## src/icp_pkg.sv

```systemverilog
package icp_pkg;
    // widths and levels
    localparam int          LVL_N          = 8;
    localparam int          LVL_W          = 3;
    // register steering by the address line
    localparam logic        ADDR_LOW       = 1'h0;
    localparam logic        ADDR_HIGH      = 1'h1;
    // init_word_one fields
    localparam int          W1_TAG         = 4;
    localparam int          W1_LEVEL_TRIG  = 3;
    localparam int          W1_SPACING     = 2;
    localparam int          W1_SINGLE      = 1;
    localparam int          W1_NEED_FOURTH = 0;
    // init_word_four fields
    localparam int          W4_NESTING     = 4;
    localparam int          W4_BUFFERED    = 3;
    localparam int          W4_MASTER      = 2;
    localparam int          W4_AUTO_END    = 1;
    localparam int          W4_CPU_FAMILY  = 0;
    // operation word fields
    localparam int          OW_SELECT      = 3;
    localparam int          OW2_SPECIFIC   = 6;
    localparam int          OW2_END        = 5;
    localparam int          OW3_SET_MASK   = 6;
    localparam int          OW3_MASK_MODE  = 5;
    localparam int          OW3_POLL       = 2;
    localparam int          OW3_READ_REG   = 1;
    localparam int          OW3_READ_ISR   = 0;
    // fixed bytes and reset values
    localparam logic [7:0]  CALL_OPCODE    = 8'hCD;
    localparam logic [7:0]  BYTE_ZERO      = 8'h00;
    localparam logic [7:0]  EDGE_ARMED     = 8'hFF;
    localparam logic [2:0]  LVL_DEFAULT    = 3'h7;
    localparam logic [2:0]  SLAVE_ID_INIT  = 3'h7;
    // acknowledge pulse index
    localparam logic [1:0]  PULSE_CALL     = 2'h0;
    localparam logic [1:0]  PULSE_LOW      = 2'h1;
    localparam logic [1:0]  PULSE_HIGH     = 2'h2;

    typedef enum logic [4:0] {
        ICP_UNINIT = 5'h01,
        ICP_W2     = 5'h02,
        ICP_W3     = 5'h04,
        ICP_W4     = 5'h08,
        ICP_READY  = 5'h10
    } icp_init_t;

    typedef struct packed {
        icp_init_t   st;
        logic [7:0]  init_word_one;
        logic [7:0]  init_word_two;
        logic [7:0]  init_word_three;
        logic [7:0]  init_word_four;
        logic [2:0]  slave_id;
        logic [7:0]  channel_inhibit_bits;
        logic [7:0]  pending_request_bits;
        logic [7:0]  in_service_bits;
        logic [7:0]  req_prev;
        logic        wr_prev;
        logic        rd_prev;
        logic        ack_prev;
        logic        special_mask;
        logic        read_isr;
        logic        poll_armed;
        logic [1:0]  ack_idx;
        logic [2:0]  ack_lvl;
        logic        ack_drive;
        logic        rd_drive;
        logic [7:0]  bus_byte;
        logic [2:0]  cas_code;
        logic        intr;
    } icp_state_t;
endpackage

```

## src/icp_if.sv

```systemverilog
`timescale 1ns/1ps
interface icp_sel_if;
    logic [7:0] req;
    logic       any;
    logic [2:0] lvl;
    modport ctl (output req, input any, input lvl);
    modport rsv (input req, output any, output lvl);
endinterface

interface icp_fmt_if;
    logic [1:0] pulse;
    logic       mode16;
    logic       spacing4;
    logic [2:0] base_low;
    logic [7:0] base_high;
    logic [2:0] lvl;
    logic [7:0] vec;
    modport ctl (output pulse, output mode16, output spacing4, output base_low,
                 output base_high, output lvl, input vec);
    modport fmt (input pulse, input mode16, input spacing4, input base_low,
                 input base_high, input lvl, output vec);
endinterface

```

## src/icp_prio.sv

```systemverilog
`timescale 1ns/1ps
module icp_prio #(
    parameter int N = icp_pkg::LVL_N
) (
    // request set and winner
    icp_sel_if.rsv sel
);
    import icp_pkg::*;

    if (N != LVL_N) begin : g_chk
        $error("icp_prio serves exactly eight levels");
    end

    // scan from the lowest rank so that level zero ends up winning
    always_comb begin
        sel.any = |sel.req;
        sel.lvl = LVL_DEFAULT;
        for (int i = N - 1; i >= 0; i--) begin
            if (sel.req[i]) begin
                sel.lvl = 3'(i);
            end
        end
    end
endmodule

```

## src/icp_top.sv

```systemverilog
`timescale 1ns/1ps
module icp_top (
    // clock, reset, enable
    input  wire logic       clk,
    input  wire logic       rst_n,
    input  wire logic       ce,
    // processor bus
    input  wire logic       cs_n,
    input  wire logic       rd_n,
    input  wire logic       wr_n,
    input  wire logic       a0,
    input  wire logic [7:0] data_in,
    output logic      [7:0] data_out,
    output logic            data_oe_n,
    // interrupt handshake
    input  wire logic       interrupt_acknowledge_pulse_n,
    output logic            intr,
    // peripheral requests
    input  wire logic [7:0] request_inputs,
    // cascade lines
    input  wire logic [2:0] cas_in,
    output logic      [2:0] cas_out,
    output logic            cas_oe_n,
    // primary strap or buffer enable pin
    input  wire logic       primary_pin_or_buffer_enable_in,
    output logic            primary_pin_or_buffer_enable_out,
    output logic            primary_pin_or_buffer_enable_oe_n
);
    import icp_pkg::*;

    icp_state_t s;
    icp_state_t next_s;

    icp_sel_if r_req ();
    icp_sel_if r_isr ();
    icp_fmt_if fmt ();

    icp_prio u_req (.sel(r_req));
    icp_prio u_isr (.sel(r_isr));
    icp_vecfmt u_fmt (.f(fmt));

    logic       wr_act;
    logic       rd_act;
    logic       ack_act;
    logic       wr_start;
    logic       rd_start;
    logic       ack_start;
    logic       ack_end;
    logic       ready;
    logic       level_trig;
    logic       single;
    logic       need_fourth;
    logic       buffered;
    logic       is_master;
    logic       mode16;
    logic       auto_end;
    logic       nesting;
    logic       setup_wr;
    logic       int_cond;
    logic       has_data;
    logic       supplier;
    logic       last_pulse;
    logic [7:0] rise;
    logic [7:0] req_bit;
    logic [7:0] ack_bit;

    assign wr_act    = !cs_n && !wr_n;
    assign rd_act    = !cs_n && !rd_n;
    assign ack_act   = !interrupt_acknowledge_pulse_n;
    assign wr_start  = wr_act && !s.wr_prev;
    assign rd_start  = rd_act && !s.rd_prev;
    assign ack_start = ack_act && !s.ack_prev;
    assign ack_end   = !ack_act && s.ack_prev;
    assign ready     = (s.st == ICP_READY);

    assign level_trig  = s.init_word_one[W1_LEVEL_TRIG];
    assign single      = s.init_word_one[W1_SINGLE];
    assign need_fourth = s.init_word_one[W1_NEED_FOURTH];
    assign buffered    = s.init_word_four[W4_BUFFERED];
    assign mode16      = s.init_word_four[W4_CPU_FAMILY];
    assign auto_end    = s.init_word_four[W4_AUTO_END];
    assign nesting     = s.init_word_four[W4_NESTING];
    // role bit only counts when buffered; otherwise the strap pin decides
    assign is_master   = buffered ? s.init_word_four[W4_MASTER]
                                  : primary_pin_or_buffer_enable_in;
    assign setup_wr    = wr_start && (a0 == ADDR_LOW) && data_in[W1_TAG];

    // masked requests feed the resolver
    assign r_req.req = s.pending_request_bits & ~s.channel_inhibit_bits;
    // special mask mode lets masked service levels stop blocking
    assign r_isr.req = s.special_mask ? (s.in_service_bits & ~s.channel_inhibit_bits)
                                      : s.in_service_bits;
    assign req_bit   = 8'h01 << r_req.lvl;
    assign ack_bit   = 8'h01 << s.ack_lvl;
    assign rise      = request_inputs & ~s.req_prev;

    // nesting: equal level may re-interrupt only through a slave input
    assign int_cond = ready && r_req.any &&
                      (!r_isr.any || (r_req.lvl < r_isr.lvl) ||
                       (nesting && is_master && (r_req.lvl == r_isr.lvl) &&
                        s.init_word_three[r_req.lvl]));

    assign has_data   = mode16 ? (s.ack_idx == PULSE_LOW) : 1'b1;
    assign last_pulse = mode16 ? (s.ack_idx == PULSE_LOW) : (s.ack_idx == PULSE_HIGH);

    always_comb begin
        supplier = 1'b1;
        if (!single) begin
            if (is_master) begin
                supplier = (s.ack_idx == PULSE_CALL) ||
                           !s.init_word_three[s.ack_lvl];
            end else begin
                supplier = (s.ack_idx != PULSE_CALL) && (cas_in == s.slave_id);
            end
        end
    end

    assign fmt.pulse     = s.ack_idx;
    assign fmt.mode16    = mode16;
    assign fmt.spacing4  = s.init_word_one[W1_SPACING];
    assign fmt.base_low  = s.init_word_one[7:5];
    assign fmt.base_high = s.init_word_two;
    assign fmt.lvl       = s.ack_lvl;

    always_comb begin
        next_s          = s;
        next_s.wr_prev  = wr_act;
        next_s.rd_prev  = rd_act;
        next_s.ack_prev = ack_act;
        next_s.req_prev = request_inputs;
        next_s.intr     = int_cond;
        next_s.rd_drive = rd_act;

        // register writes
        if (setup_wr) begin
            next_s.init_word_one        = data_in;
            next_s.st                   = ICP_W2;
            next_s.channel_inhibit_bits = BYTE_ZERO;
            next_s.pending_request_bits = BYTE_ZERO;
            next_s.req_prev             = EDGE_ARMED;
            next_s.slave_id             = SLAVE_ID_INIT;
            next_s.special_mask         = 1'b0;
            next_s.read_isr             = 1'b0;
            next_s.poll_armed           = 1'b0;
            next_s.ack_idx              = PULSE_CALL;
            next_s.ack_drive            = 1'b0;
            next_s.cas_code             = LVL_DEFAULT;
            if (!data_in[W1_NEED_FOURTH]) begin
                next_s.init_word_four = BYTE_ZERO;
            end
        end else if (wr_start && (a0 == ADDR_LOW) && ready) begin
            if (data_in[OW_SELECT]) begin
                if (data_in[OW3_SET_MASK]) begin
                    next_s.special_mask = data_in[OW3_MASK_MODE];
                end
                if (data_in[OW3_POLL]) begin
                    next_s.poll_armed = 1'b1;
                end else if (data_in[OW3_READ_REG]) begin
                    next_s.read_isr = data_in[OW3_READ_ISR];
                end
            end else if (data_in[OW2_END]) begin
                if (data_in[OW2_SPECIFIC]) begin
                    next_s.in_service_bits = s.in_service_bits & ~(8'h01 << data_in[2:0]);
                end else if (r_isr.any) begin
                    next_s.in_service_bits = s.in_service_bits & ~(8'h01 << r_isr.lvl);
                end
            end
        end else if (wr_start && (a0 == ADDR_HIGH)) begin
            case (s.st)
                ICP_W2: begin
                    next_s.init_word_two = data_in;
                    if (single) begin
                        next_s.st = need_fourth ? ICP_W4 : ICP_READY;
                    end else begin
                        next_s.st = ICP_W3;
                    end
                end
                ICP_W3: begin
                    next_s.init_word_three = data_in;
                    next_s.slave_id        = data_in[2:0];
                    next_s.st              = need_fourth ? ICP_W4 : ICP_READY;
                end
                ICP_W4: begin
                    next_s.init_word_four = data_in;
                    next_s.st             = ICP_READY;
                end
                ICP_READY: next_s.channel_inhibit_bits = data_in;
                default:   next_s.st = s.st;
            endcase
        end

        // status reads
        if (rd_start) begin
            if (a0 == ADDR_HIGH) begin
                next_s.bus_byte = s.channel_inhibit_bits;
            end else if (s.poll_armed) begin
                next_s.bus_byte   = {r_req.any, 4'h0, r_req.lvl};
                next_s.poll_armed = 1'b0;
                if (r_req.any) begin
                    next_s.in_service_bits      = next_s.in_service_bits | req_bit;
                    next_s.pending_request_bits = next_s.pending_request_bits & ~req_bit;
                end
            end else begin
                next_s.bus_byte = s.read_isr ? s.in_service_bits
                                             : s.pending_request_bits;
            end
        end

        // acknowledge sequence
        if (ack_start && ready) begin
            if (s.ack_idx == PULSE_CALL) begin
                next_s.ack_lvl = r_req.lvl;
                if (r_req.any) begin
                    next_s.in_service_bits      = next_s.in_service_bits | req_bit;
                    next_s.pending_request_bits = next_s.pending_request_bits & ~req_bit;
                end
            end
            next_s.bus_byte  = fmt.vec;
            next_s.ack_drive = has_data && supplier;
        end
        if (ack_end && ready) begin
            next_s.ack_drive = 1'b0;
            if (s.ack_idx == PULSE_CALL) begin
                next_s.cas_code = s.ack_lvl;
            end
            if (last_pulse) begin
                next_s.ack_idx = PULSE_CALL;
                if (auto_end) begin
                    next_s.in_service_bits = next_s.in_service_bits & ~ack_bit;
                end
            end else begin
                next_s.ack_idx = s.ack_idx + 2'h1;
            end
        end

        // request capture; a new edge wins over a same-cycle clear except the setup clear
        if (level_trig) begin
            next_s.pending_request_bits = request_inputs;
        end else if (!setup_wr) begin
            next_s.pending_request_bits = next_s.pending_request_bits | rise;
        end
    end

    always_ff @(posedge clk) begin
        if (!rst_n) begin
            s         <= '0;
            s.st      <= ICP_UNINIT;
            s.ack_idx <= PULSE_CALL;
        end else if (ce) begin
            s <= next_s;
        end
    end

    assign data_out  = s.bus_byte;
    assign data_oe_n = !(s.ack_drive || s.rd_drive);
    assign intr      = s.intr;
    assign cas_out   = s.cas_code;
    // cascade lines are outputs only on a cascaded master
    assign cas_oe_n  = !(is_master && !single && ready);
    // in buffered mode the pin marks every cycle the data bus is driven
    assign primary_pin_or_buffer_enable_out  = data_oe_n;
    assign primary_pin_or_buffer_enable_oe_n = !buffered;
endmodule

```

## src/icp_vecfmt.sv

```systemverilog
`timescale 1ns/1ps
module icp_vecfmt (
    // pulse context and vector byte
    icp_fmt_if.fmt f
);
    import icp_pkg::*;

    always_comb begin
        f.vec = BYTE_ZERO;
        if (f.mode16) begin
            f.vec = {f.base_high[7:3], f.lvl};
        end else begin
            case (f.pulse)
                PULSE_CALL: f.vec = CALL_OPCODE;
                PULSE_LOW: begin
                    if (f.spacing4) begin
                        f.vec = {f.base_low, f.lvl, 2'b00};
                    end else begin
                        f.vec = {f.base_low[2:1], f.lvl, 3'b000};
                    end
                end
                PULSE_HIGH: f.vec = f.base_high;
                default:    f.vec = BYTE_ZERO;
            endcase
        end
    end
endmodule

```

## config.mk

```make
export PLATFORM = sky130hd
export DESIGN_NAME = icp_top
export DESIGN_NICKNAME = d
export VERILOG_FILES = /design/src/icp_pkg.sv /design/src/icp_if.sv /design/src/icp_prio.sv /design/src/icp_top.sv /design/src/icp_vecfmt.sv
export SDC_FILE = /design/constraint.sdc
export NUM_CORES = 1
export LEC_CHECK = 0
export ABC_AREA = 1
export BUFFER_PORTS_ARGS = -buffer_cell sky130_fd_sc_hd__buf_2
export CORE_UTILIZATION = 45
export DETAILED_ROUTE_END_ITERATION = 6
export HOLD_SLACK_MARGIN = 0.02
export SYNTH_ARGS = -nofsm -noshare
export SYNTH_HDL_FRONTEND = slang
export SYNTH_SLANG_ARGS = --single-unit
```

## constraint.sdc

```tcl
create_clock -name clk -period 2.3 [get_ports clk]
set_input_delay 0.46 -clock clk [delete_from_list [all_inputs] [get_ports clk]]
set_output_delay 0.46 -clock clk [all_outputs]
set_load 0.03 [all_outputs]
```

==> impl_metrics.py, run 1 <==
metrics = {
    "status": {
        "status": "complete, no violations",
    },
    "critical_path": {
        "r2r_start": "s[51]$_SDFFE_PN0P_",
        "arrival_ns": 2.29,
        "end_kind": "flop",
        "rr_worst_depth": 11,
        "r2r-end": "intr$_SDFFE_PN0P_",
        "reg2reg_slack_ns": 0.21,
        "crit_path_start_kind": "flop",
        "cp_max_fo": 5,
        "cp.required_ns": 2.50,
        "path_class": "reg -> reg",
    },
    "grt": {
        "antenna_found_initial": 0,
        "grt_use_met3_pct": 4.48,
        "use_met2_pct": 41.7,
        "grt_util_met1_pct": 42.5,
        "track_usage_pct": 29.2,
        "grt_overflow_total": 0,
        "grt_pass1_vias": 5135,
        "grt_busiest_layer": "met1",
        "grt_pass1_wl_microns": 27900,
        "grt_max_degree": 37,
    },
    "final_layout": {
        "final_area_sq_mm": 0.00598,
        "multi_input_area_sq_mm": 0.00288,
        "drive_above_1_share_pct": 16.0,
        "nets": 849,
        "nFillCells": 1191,
        "regArea_sq_mm": 0.00184,
        "final_cell_mix": "144 x nand2_1, 103 x a21oi_1, 100 x o21ai_0",
        "area_growth_pct": 12.0,
        "mostFrequentLayoutCell": "nand2_1",
        "fin_util_pct": 52.2,
        "n_antenna_cell": 0,
    },
    "routing": {
        "vias_per_cell": 5.82,
        "dr.pass1.iters": 7,
        "final_antenna_net_count": 0,
        "wl_microns": 17500,
        "vias": 5597,
        "drtIter0Drc": 491,
        "wire_per_inst_microns": 18.2,
        "drc": 0,
    },
    "floorplanning": {
        "core_sq_mm": 0.0115,
        "fp.dieW_microns": 111,
        "die_h_microns": 111,
        "placementRows": 39,
        "ios": 44,
        "start_util_pct": 46.6,
        "die-area_sq_mm": 0.0123,
    },
    "clock_network": {
        "clock_sinks": 92,
        "hold_buffers": 0,
        "root_buffer": "clkbuf_16",
        "numCtsBuffers": 9,
        "clockBufferDepth": 2,
        "cts_tree": "built",
        "htreeDepth": 3,
        "clkTransAtPathRegs_ns": 0.07,
        "clock_latency_ns": 0.35,
        "post_cts_buffers": 0,
    },
    "synth": {
        "synthAdderAreaFrac_pct": 1.64,
        "synth-xor-area-share_pct": 0.164,
        "syn_area_sq_mm": 0.00534,
        "synth-compound-area-share_pct": 27.5,
        "synthSimpleGateAreaFrac_pct": 24.5,
        "synth-async-reset-ratio_pct": 0,
        "yosys.cell_types.count": 54,
        "syn_inst": 781,
        "seq_area_frac_synth_pct": 34.5,
        "synth-seq-cells": 92,
        "syn_area_per_cell_sq_um": 6.84,
        "ys_dominant_reg_cell": "dfxtp_1",
        "synthMuxAreaShare_pct": 0,
        "syn_nets": 816,
        "synth_enable_flop_cells": 0,
        "yosysWarningCount": 0,
        "synth_top_family_by_area": "compound AO/OA/AOI/OAI gates",
    },
    "placed_design": {
        "hpwl_microns": 13200,
        "gp_congestion": 0.951,
        "port_buffers": 43,
        "placed_area_sq_mm": 0.00565,
    },
    "hold_path": {
        "min_path_cells": 2,
        "hold_start": "interrupt_acknowledge_pulse_n",
        "min_to": "s[22]$_SDFFE_PN0P_",
        "min_path_type": "in -> reg",
    },
    "power": {
        "ir_drop_mv": 0.441,
        "leakagePower_uw": 0.00255,
        "p_per_area_mw_per_mm2": 638,
    },
    "sta": {
        "setup_tns_ns": 0,
        "relSlewSlack_pct": 47.9,
        "finalSetupViolCount": 0,
        "fmax_mhz": 479,
        "worst_pin_slew_ns": 0.781,
        "hold_slack_ns": 0.341,
        "skew_ns": 0.00806,
        "period_share_pct": 90.8,
        "rsz0062_at_grt": "false",
        "report.final.slew_viol_count": 0,
        "period_needed_ns": 2.09,
        "finalHoldViolations": 0,
    },
    "run": {
        "drv_cap": 0,
    },
}
==> cells in the mapped netlist (12+ instances only) <==
cell / n / area (sq um)
nand3_1: 29 / 145
nor2_1: 52 / 195
buf_4: 12 / 90.1
dfxtp_1: 92 / 1840
inv_1: 84 / 315
o22ai_1: 12 / 75.1
nor3_1: 12 / 60.1
o21ai_0: 101 / 505
clkbuf_1: 17 / 63.8
nand2_1: 144 / 541
a21oi_1: 103 / 515
==> worst max-delay path, cell delays in order (launching register included) <==
cell,delay [ns]
dfxtp_1,0.33
inv_1,0.12
o21ai_2,0.33
nand2_1,0.11
nor2_2,0.20
inv_1,0.06
ha_1,0.32
nand3b_1,0.09
a22oi_1,0.17
nand2_1,0.07
nand2_1,0.08
a21oi_1,0.06
==> metal layers <==
| metal | up-vias | routed length [microns] |
|---|---|---|
| li1 | 2692 | - |
| met1 | 2606 | 8340 |
| met2 | 257 | 7290 |
| met3 | 42 | 1310 |
| met4 | 0 | 595 |
| met5 | - | 0 |
==> where the power goes <==
group	internal [uW]	switching (uW)	leakage (uW)
clock	987	663	0.000160
sequential	1630	31.8	0.000747
combinational	152	349	0.00164
==> worst max-delay path by stage <==
stage / endpoint / slack, ns / depth (start not counted) / startpoint
final: intr$_SDFFE_PN0P_ / 0.21 / 11 / s[51]$_SDFFE_PN0P_
after global routing: intr$_SDFFE_PN0P_ / 0.04 / 12 / s[21]$_SDFFE_PN0P_
after CTS: intr$_SDFFE_PN0P_ / 0.15 / 11 / s[21]$_SDFFE_PN0P_
after detailed placement: intr$_SDFFE_PN0P_ / 0.17 / 11 / s[21]$_SDFFE_PN0P_
after global placement: s[57]$_SDFFE_PN0P_ / 0.19 / 10 / wr_n
after floorplan: intr$_SDFFE_PN0P_ / 0.47 / 11 / s[21]$_SDFFE_PN0P_
==> registers in the layout, indices dropped and copies added, names as in the netlist, 2 cells and up <==
register and cells:
fmt.base_low 3, data_out 8, fmt.base_high 8, cas_out 3, fmt.pulse 2, fmt.lvl 3, s 57
==> what timing repair did <==
item	CTS	global route
resized for setup	0	2
endpoints found under the hold margin	0	0
setup endpoints to repair	0	1
==> through the flow <==
stage	total power [uW]	std cells	worst slack [ns]
after global placement	2180	946	0.186
final	3810	962	0.211
after CTS	3810	962	0.152
after global routing	3940	962	0.0352
after floorplan	2000	781	0.473
after detailed placement	2180	946	0.166
==> area by class of cell <==
| class | instances | area share [%] |
|---|---|---|
| Inverter | 97 | 6.36 |
| Tap cell | 143 | 2.99 |
| Timing Repair Buffer | 64 | 6.23 |
| Sequential cell | 92 | 30.8 |
| Clock inverter | 5 | 1.38 |
| Multi-Input combinational cell | 550 | 48.2 |
| Clock buffer | 11 | 4.06 |
==> cells by family (layout without fill, tap and decap cells) <==
kind of cell	after synthesis	after routing
flip-flops	92	92
XOR/XNOR	1	1
adder cells (fa/ha/maj)	7	7
AND/OR/NAND/NOR	277	277
AO/OA/AOI/OAI	265	265
buffers and inverters	139	177
Note: power is estimated with default switching activity, not from simulation.
==> run 2: changes to the inputs <==
Settings changed: CELL_PAD_IN_SITES_DETAIL_PLACEMENT from default to 0, CELL_PAD_IN_SITES_GLOBAL_PLACEMENT from default to 1, CORE_UTILIZATION 45 to 43, PLACE_DENSITY_LB_ADDON from default to 0.1.
==> run 2 against run 1 <==
Against the previous run:
- die area grew 4.6%
- sequential cell count is the same
- clock skew about the same
- combinational power is 1% lower
- largest power group unchanged
- highest routed layer unchanged
==> impl_metrics.py, run 2 (synthesis results as in run 1) <==
metrics = {
    "status": {
        "status": "complete, no violations",
    },
    "power": {
        "leakagePower_uw": 0.00254,
        "power_uw": 3790,
        "p_per_area_mw_per_mm2": 630,
        "ir_drop_mv": 0.391,
    },
    "final_layout": {
        "largest_reg_flops": 57,
        "nets": 847,
        "mostFrequentLayoutCell": "nand2_1",
        "fin_util_pct": 49.8,
        "regMostFlops": "s",
        "n_antenna_cell": 0,
        "final_cell_mix": "143 x nand2_1, 103 x a21oi_1, 98 x o21ai_0",
        "area_growth_pct": 12.5,
        "nFillCells": 1260,
        "final_cells": 985,
        "drive_above_1_share_pct": 16.2,
    },
    "clock_network": {
        "clock_sinks": 92,
        "clock_latency_ns": 0.35,
        "clkTransAtPathRegs_ns": 0.07,
        "numCtsBuffers": 9,
        "root_buffer": "clkbuf_16",
        "hold_buffers": 0,
        "clockBufferDepth": 2,
        "cts_tree": "built",
        "htreeDepth": 3,
    },
    "critical_path": {
        "cp_max_fo": 7,
        "arrival_ns": 2.37,
        "crit_path_start_kind": "flop",
        "cp.required_ns": 2.51,
        "end_kind": "flop",
        "path_class": "reg -> reg",
        "crit_path_frequent_cell": "nand2_1",
        "crit_chain": "inv_1 > nand2_1 > nand2_1 > inv_1 > a21oi_2 > ha_1 > nand4_1 > nor2_1 > nand2_1 > nand2_1 > nand2_1 > a21oi_1",
        "reg2reg_slack_ns": 0.14,
        "cp_slowest_cell": "a21oi_2",
        "max_stage_delay_ns": 0.44,
    },
    "routing": {
        "vias_per_cell": 5.56,
        "wl_microns": 18000,
        "dr.pass1.iters": 6,
        "drc": 0,
        "drtIter0Drc": 506,
        "vias": 5481,
        "final_antenna_net_count": 0,
        "wire_per_inst_microns": 18.3,
    },
    "floorplanning": {
        "start_util_pct": 44.3,
        "placementRows": 40,
        "die_h_microns": 113,
        "die-area_sq_mm": 0.0129,
        "ios": 44,
        "core_sq_mm": 0.0121,
        "fp.dieW_microns": 113,
    },
    "placed_design": {
        "gp_congestion": 0.949,
        "dp.cells": 969,
        "hpwl_microns": 13700,
        "port_buffers": 43,
    },
    "grt": {
        "grt_busiest_layer": "met1",
        "grt_use_met3_pct": 3.61,
        "antenna_found_initial": 0,
        "track_usage_pct": 29.0,
        "grt_pass1_vias": 5014,
        "grt_util_met1_pct": 42.9,
        "use_met2_pct": 41.8,
        "grt_max_degree": 41,
        "grt_overflow_total": 0,
        "grt_pass1_wl_microns": 28000,
    },
    "sta": {
        "period_needed_ns": 2.16,
        "fmax_mhz": 464,
        "skew_ns": 0.00782,
        "finalSetupViolCount": 0,
        "worst_pin_slew_ns": 0.823,
        "period_share_pct": 93.7,
        "finalHoldViolations": 0,
        "report.final.slew_viol_count": 0,
        "relSlewSlack_pct": 45.1,
        "hold_slack_ns": 0.346,
    },
    "hold_path": {
        "min_path_type": "in -> reg",
    },
    "run": {
        "drv_cap": 0,
    },
}
==> run 2: cell types whose count changed in the layout (fill, tap and decap cells not counted), sizes merged <==
cell | previous run | this run
buf | 64 | 62
clkbuf | 11 | 10
clkinvlp | 0 | 1
==> run 2: metrics by stage <==
stage | TNS [ns] | instance area, sq um | setup WS, ns
floorplan | 0 | 5340 | 0.473
global placement | 0 | 5660 | 0.00185
detailed placement | -0.00453 | 5660 | -0.00453
CTS | 0 | 5980 | 0.0709
global route | -0.00344 | 6010 | -0.00344
finish | 0 | 6010 | 0.144
==> run 2: routing by layer <==
| layer | vias to the layer above | part of all wire [%] |
|---|---|---|
| met2 | 228 | 42 |
| met4 | 0 | 2.8 |
| met1 | 2535 | 49 |
| met3 | 31 | 6.7 |
| li1 | 2687 | - |
| met5 | - | 0 |
==> run 2: worst paths after layout <==
| path | start | endpoint | cells after the start |
|---|---|---|---|
| max | s[51]$_SDFFE_PN0P_ | intr$_SDFFE_PN0P_ | 12 |
| min reg2reg | data_out[7]$_SDFFE_PN0P_ | data_out[7]$_SDFFE_PN0P_ | 2 |
| min | interrupt_acknowledge_pulse_n | s[22]$_SDFFE_PN0P_ | 2 |
| max reg2reg | s[51]$_SDFFE_PN0P_ | intr$_SDFFE_PN0P_ | 12 |
==> run 2: power by group <==
group	internal, uW	leakage [uW]	switching [uW]
registers	1630	0.000747	31.1
logic	150	0.00164	345
clock network	954	0.000153	679
==> run 2: worst max-delay path: cells and delay by family (launching register included) <==
kind | cells | cell delay, ns
DFF | 1 | 0.31
AOI/OAI and AO/OA | 2 | 0.50
buffers and inverters | 2 | 0.28
adders and majority gates | 1 | 0.34
and+or+nand+nor | 7 | 0.57
==> run 2: layout make-up <==
type	instances	area (sq um)	share of cell area [%]
clock inverter	6	86.3	1.44
timing repair buffer	62	358	5.95
inverter	97	380	6.33
sequential	92	1840	30.7
tap	168	210	3.50
multi-input combinational	550	2900	48.3
clock buffer	10	229	3.81
==> run 2: repair_timing <==
action                                 4_1_cts  5_1_grt
cloned                                       0        0
buffers inserted                             0        0
endpoints found under the hold margin        0        0
setup endpoints to repair                    1        1
pin swaps                                    0        0
gates resized for setup                      1        8
==> run 3: changes to the inputs <==
--- a/config.mk
+++ b/config.mk
@@ -14,4 +14,6 @@
 export HOLD_SLACK_MARGIN = 0.02
 export PLACE_DENSITY_LB_ADDON = 0.1
+export REMOVE_ABC_BUFFERS = 1
+export SKIP_CTS_REPAIR_TIMING = 1
 export SYNTH_ARGS = -nofsm -noshare
 export SYNTH_HDL_FRONTEND = slang
==> constraint.sdc (replaced) <==
create_clock -name clk -period 2.3 [get_ports clk]
set_input_delay 0.575 -clock clk [delete_from_list [all_inputs] [get_ports clk]]
set_output_delay 0.575 -clock clk [all_outputs]
set_load 0.03 [all_outputs]
==> run 3 against run 2 <==
Against the previous run:
- critical path type unchanged
- critical path depth decreased by 1
- first-iteration DRC count decreased by 0.59%
- via count increased by 0.75%
- core utilization increased by 0.53 points
- total power increased by 0.94%
- worst setup slack improved by 0.029 ns
- global-route usage increased by 0.28 points
- sequential cell count unchanged
- highest routed layer unchanged
- sequential power about the same
==> impl_metrics.py, run 3 (synthesis results as in run 1) <==
metrics = {
    "clock_network": {
        "clock_sinks": 92,
        "root_buffer": "clkbuf_16",
        "cts_tree": "built",
        "htreeDepth": 3,
        "numCtsBuffers": 9,
        "clkTransAtPathRegs_ns": 0.07,
        "clockBufferDepth": 2,
        "clock_latency_ns": 0.36,
    },
    "power": {
        "power_uw": 3820,
        "p_per_area_mw_per_mm2": 630,
        "leakagePower_uw": 0.00258,
        "ir_drop_mv": 0.344,
        "p_switching_uw": 1030,
        "combPwrFrac_pct": 12.9,
        "p_seq_share_pct": 43.5,
        "power_frac_clock_pct": 43.6,
        "p_int_uw": 2790,
        "power.share.switching_pct": 27.0,
    },
    "critical_path": {
        "cp.depth": 11,
        "path_class": "reg -> reg",
        "crit_chain": "inv_1 > o21ai_1 > nand2_1 > a31oi_4 > inv_1 > ha_1 > nand3b_1 > a22oi_2 > nand2_1 > nand2_1 > a21oi_1",
        "crit_path_frequent_cell": "nand2_1",
        "arrival_ns": 2.34,
        "max_stage_delay_ns": 0.33,
        "end_kind": "flop",
        "cp_num_buf_inv": 2,
        "r2r-end": "intr$_SDFFE_PN0P_",
        "worstSetupStartpoint": "s[50]$_SDFFE_PN0P_",
        "cp-endpoint": "intr$_SDFFE_PN0P_",
        "cp.required_ns": 2.52,
        "cp_slowest_cell": "dfxtp_1",
        "r2r_start": "s[50]$_SDFFE_PN0P_",
        "rr_worst_depth": 11,
        "crit_family": "compound AO/OA/AOI/OAI gates",
        "crit_path_start_kind": "flop",
        "cp_max_fo": 5,
        "reg2reg_slack_ns": 0.17,
    },
    "sta": {
        "skew_ns": 0.00743,
        "finalSetupViolCount": 0,
        "worst_pin_slew_ns": 0.702,
        "finalHoldViolations": 0,
        "report.final.slew_viol_count": 0,
        "relSlewSlack_pct": 52.9,
        "rsz0062_at_grt": "false",
        "period_share_pct": 92.5,
        "fmax_mhz": 470,
        "period_needed_ns": 2.13,
        "setup_tns_ns": 0,
    },
    "grt": {
        "grt_util_met1_pct": 40.2,
        "use_met2_pct": 45.0,
        "grt_pass1_wl_microns": 28400,
        "grt_overflow_total": 0,
        "grt_pass1_vias": 5171,
        "grt_busiest_layer": "met2",
        "grt_max_degree": 54,
        "grt_use_met3_pct": 6.54,
        "track_usage_pct": 29.2,
        "antenna_found_initial": 0,
    },
    "floorplanning": {
        "core_sq_mm": 0.0121,
        "placementRows": 40,
        "ios": 44,
        "die_h_microns": 113,
        "fp.dieW_microns": 113,
        "die-area_sq_mm": 0.0129,
        "start_util_pct": 44.3,
    },
    "final_layout": {
        "n_antenna_cell": 0,
        "area_growth_pct": 13.7,
        "regMostFlops": "s",
        "mostFrequentLayoutCell": "nand2_1",
        "multi_input_area_sq_mm": 0.00289,
        "final_cell_mix": "144 x nand2_1, 102 x a21oi_1, 98 x o21ai_0",
        "drive_above_1_share_pct": 16.8,
        "regArea_sq_mm": 0.00184,
        "nets": 856,
        "nFillCells": 1255,
        "largest_reg_flops": 57,
    },
    "routing": {
        "vias": 5522,
        "vias_per_cell": 5.56,
        "final_antenna_net_count": 0,
        "drc": 0,
        "drtIter0Drc": 503,
        "wire_per_inst_microns": 18.3,
        "dr.pass1.iters": 5,
        "wl_microns": 18200,
    },
    "placed_design": {
        "hpwl_microns": 13900,
        "gp_congestion": 0.948,
        "port_buffers": 43,
    },
    "run": {
        "drv_cap": 0,
    },
    "hold_path": {
        "min_path_type": "reg -> reg",
    },
    "status": {
        "status": "complete, no violations",
    },
}
[run 3: power groups by stage]
stage | combinational [uW] | sequential [uW] | clock [uW]
6_report | 495 | 1660 | 1670
5_1_grt | 538 | 1670 | 1740
4_1_cts | 483 | 1660 | 1680
3_5_place_dp | 480 | 1700 | 0
3_3_place_gp | 475 | 1700 | 0
2_1_floorplan | 270 | 1700 | 0
[run 3: area by class of cell]
cell class,instances,share of cell area [%]
clock buffers,12,4.22
repair buffers,71,7.00
clock inverters,3,1.13
flip-flops and latches,92,30.3
inverters,97,6.26
multi-input cells,550,47.6
well taps,168,3.46
[run 3: layer usage]
layer | vias to the layer above | share of wire (%)
met4 | 0 | 2.6
met5 | - | 0
li1 | 2699 | -
met2 | 197 | 44
met1 | 2592 | 46
met3 | 34 | 7.2
[run 3: metrics by stage]
step	instance area, sq um	hold WS [ns]	setup WS [ns]	utilization (%)	std cells
after floorplan	5090	0.429	0.334	-	739
after global placement	5730	0.449	0.0812	47.5	978
after detailed placement	5730	0.453	0.0246	47.5	978
after CTS	6060	0.462	0.00191	50.2	993
after global routing	6070	0.478	0.00627	50.4	993
final	6070	0.461	0.173	50.4	993
[run 3: worst min-delay path by stage]
stage                                       startpoint                            to  slack (ns)  depth (start not counted)
after floorplan           fmt.base_low[2]$_SDFFE_PN0P_  fmt.base_low[2]$_SDFFE_PN0P_        0.43                          2
after global placement    fmt.base_low[2]$_SDFFE_PN0P_  fmt.base_low[2]$_SDFFE_PN0P_        0.45                          2
after detailed placement      data_out[5]$_SDFFE_PN0P_      data_out[5]$_SDFFE_PN0P_        0.45                          2
after CTS                 fmt.base_low[2]$_SDFFE_PN0P_  fmt.base_low[2]$_SDFFE_PN0P_        0.46                          2
after global routing          data_out[7]$_SDFFE_PN0P_      data_out[7]$_SDFFE_PN0P_        0.48                          2
final                         data_out[2]$_SDFFE_PN0P_      data_out[2]$_SDFFE_PN0P_        0.46                          2
[run 3: tightest hold or removal path, cell delays in order, from the launching register on]
cell     delay (ns)
dfxtp_1        0.31
nand2_1        0.06
a21oi_1        0.05
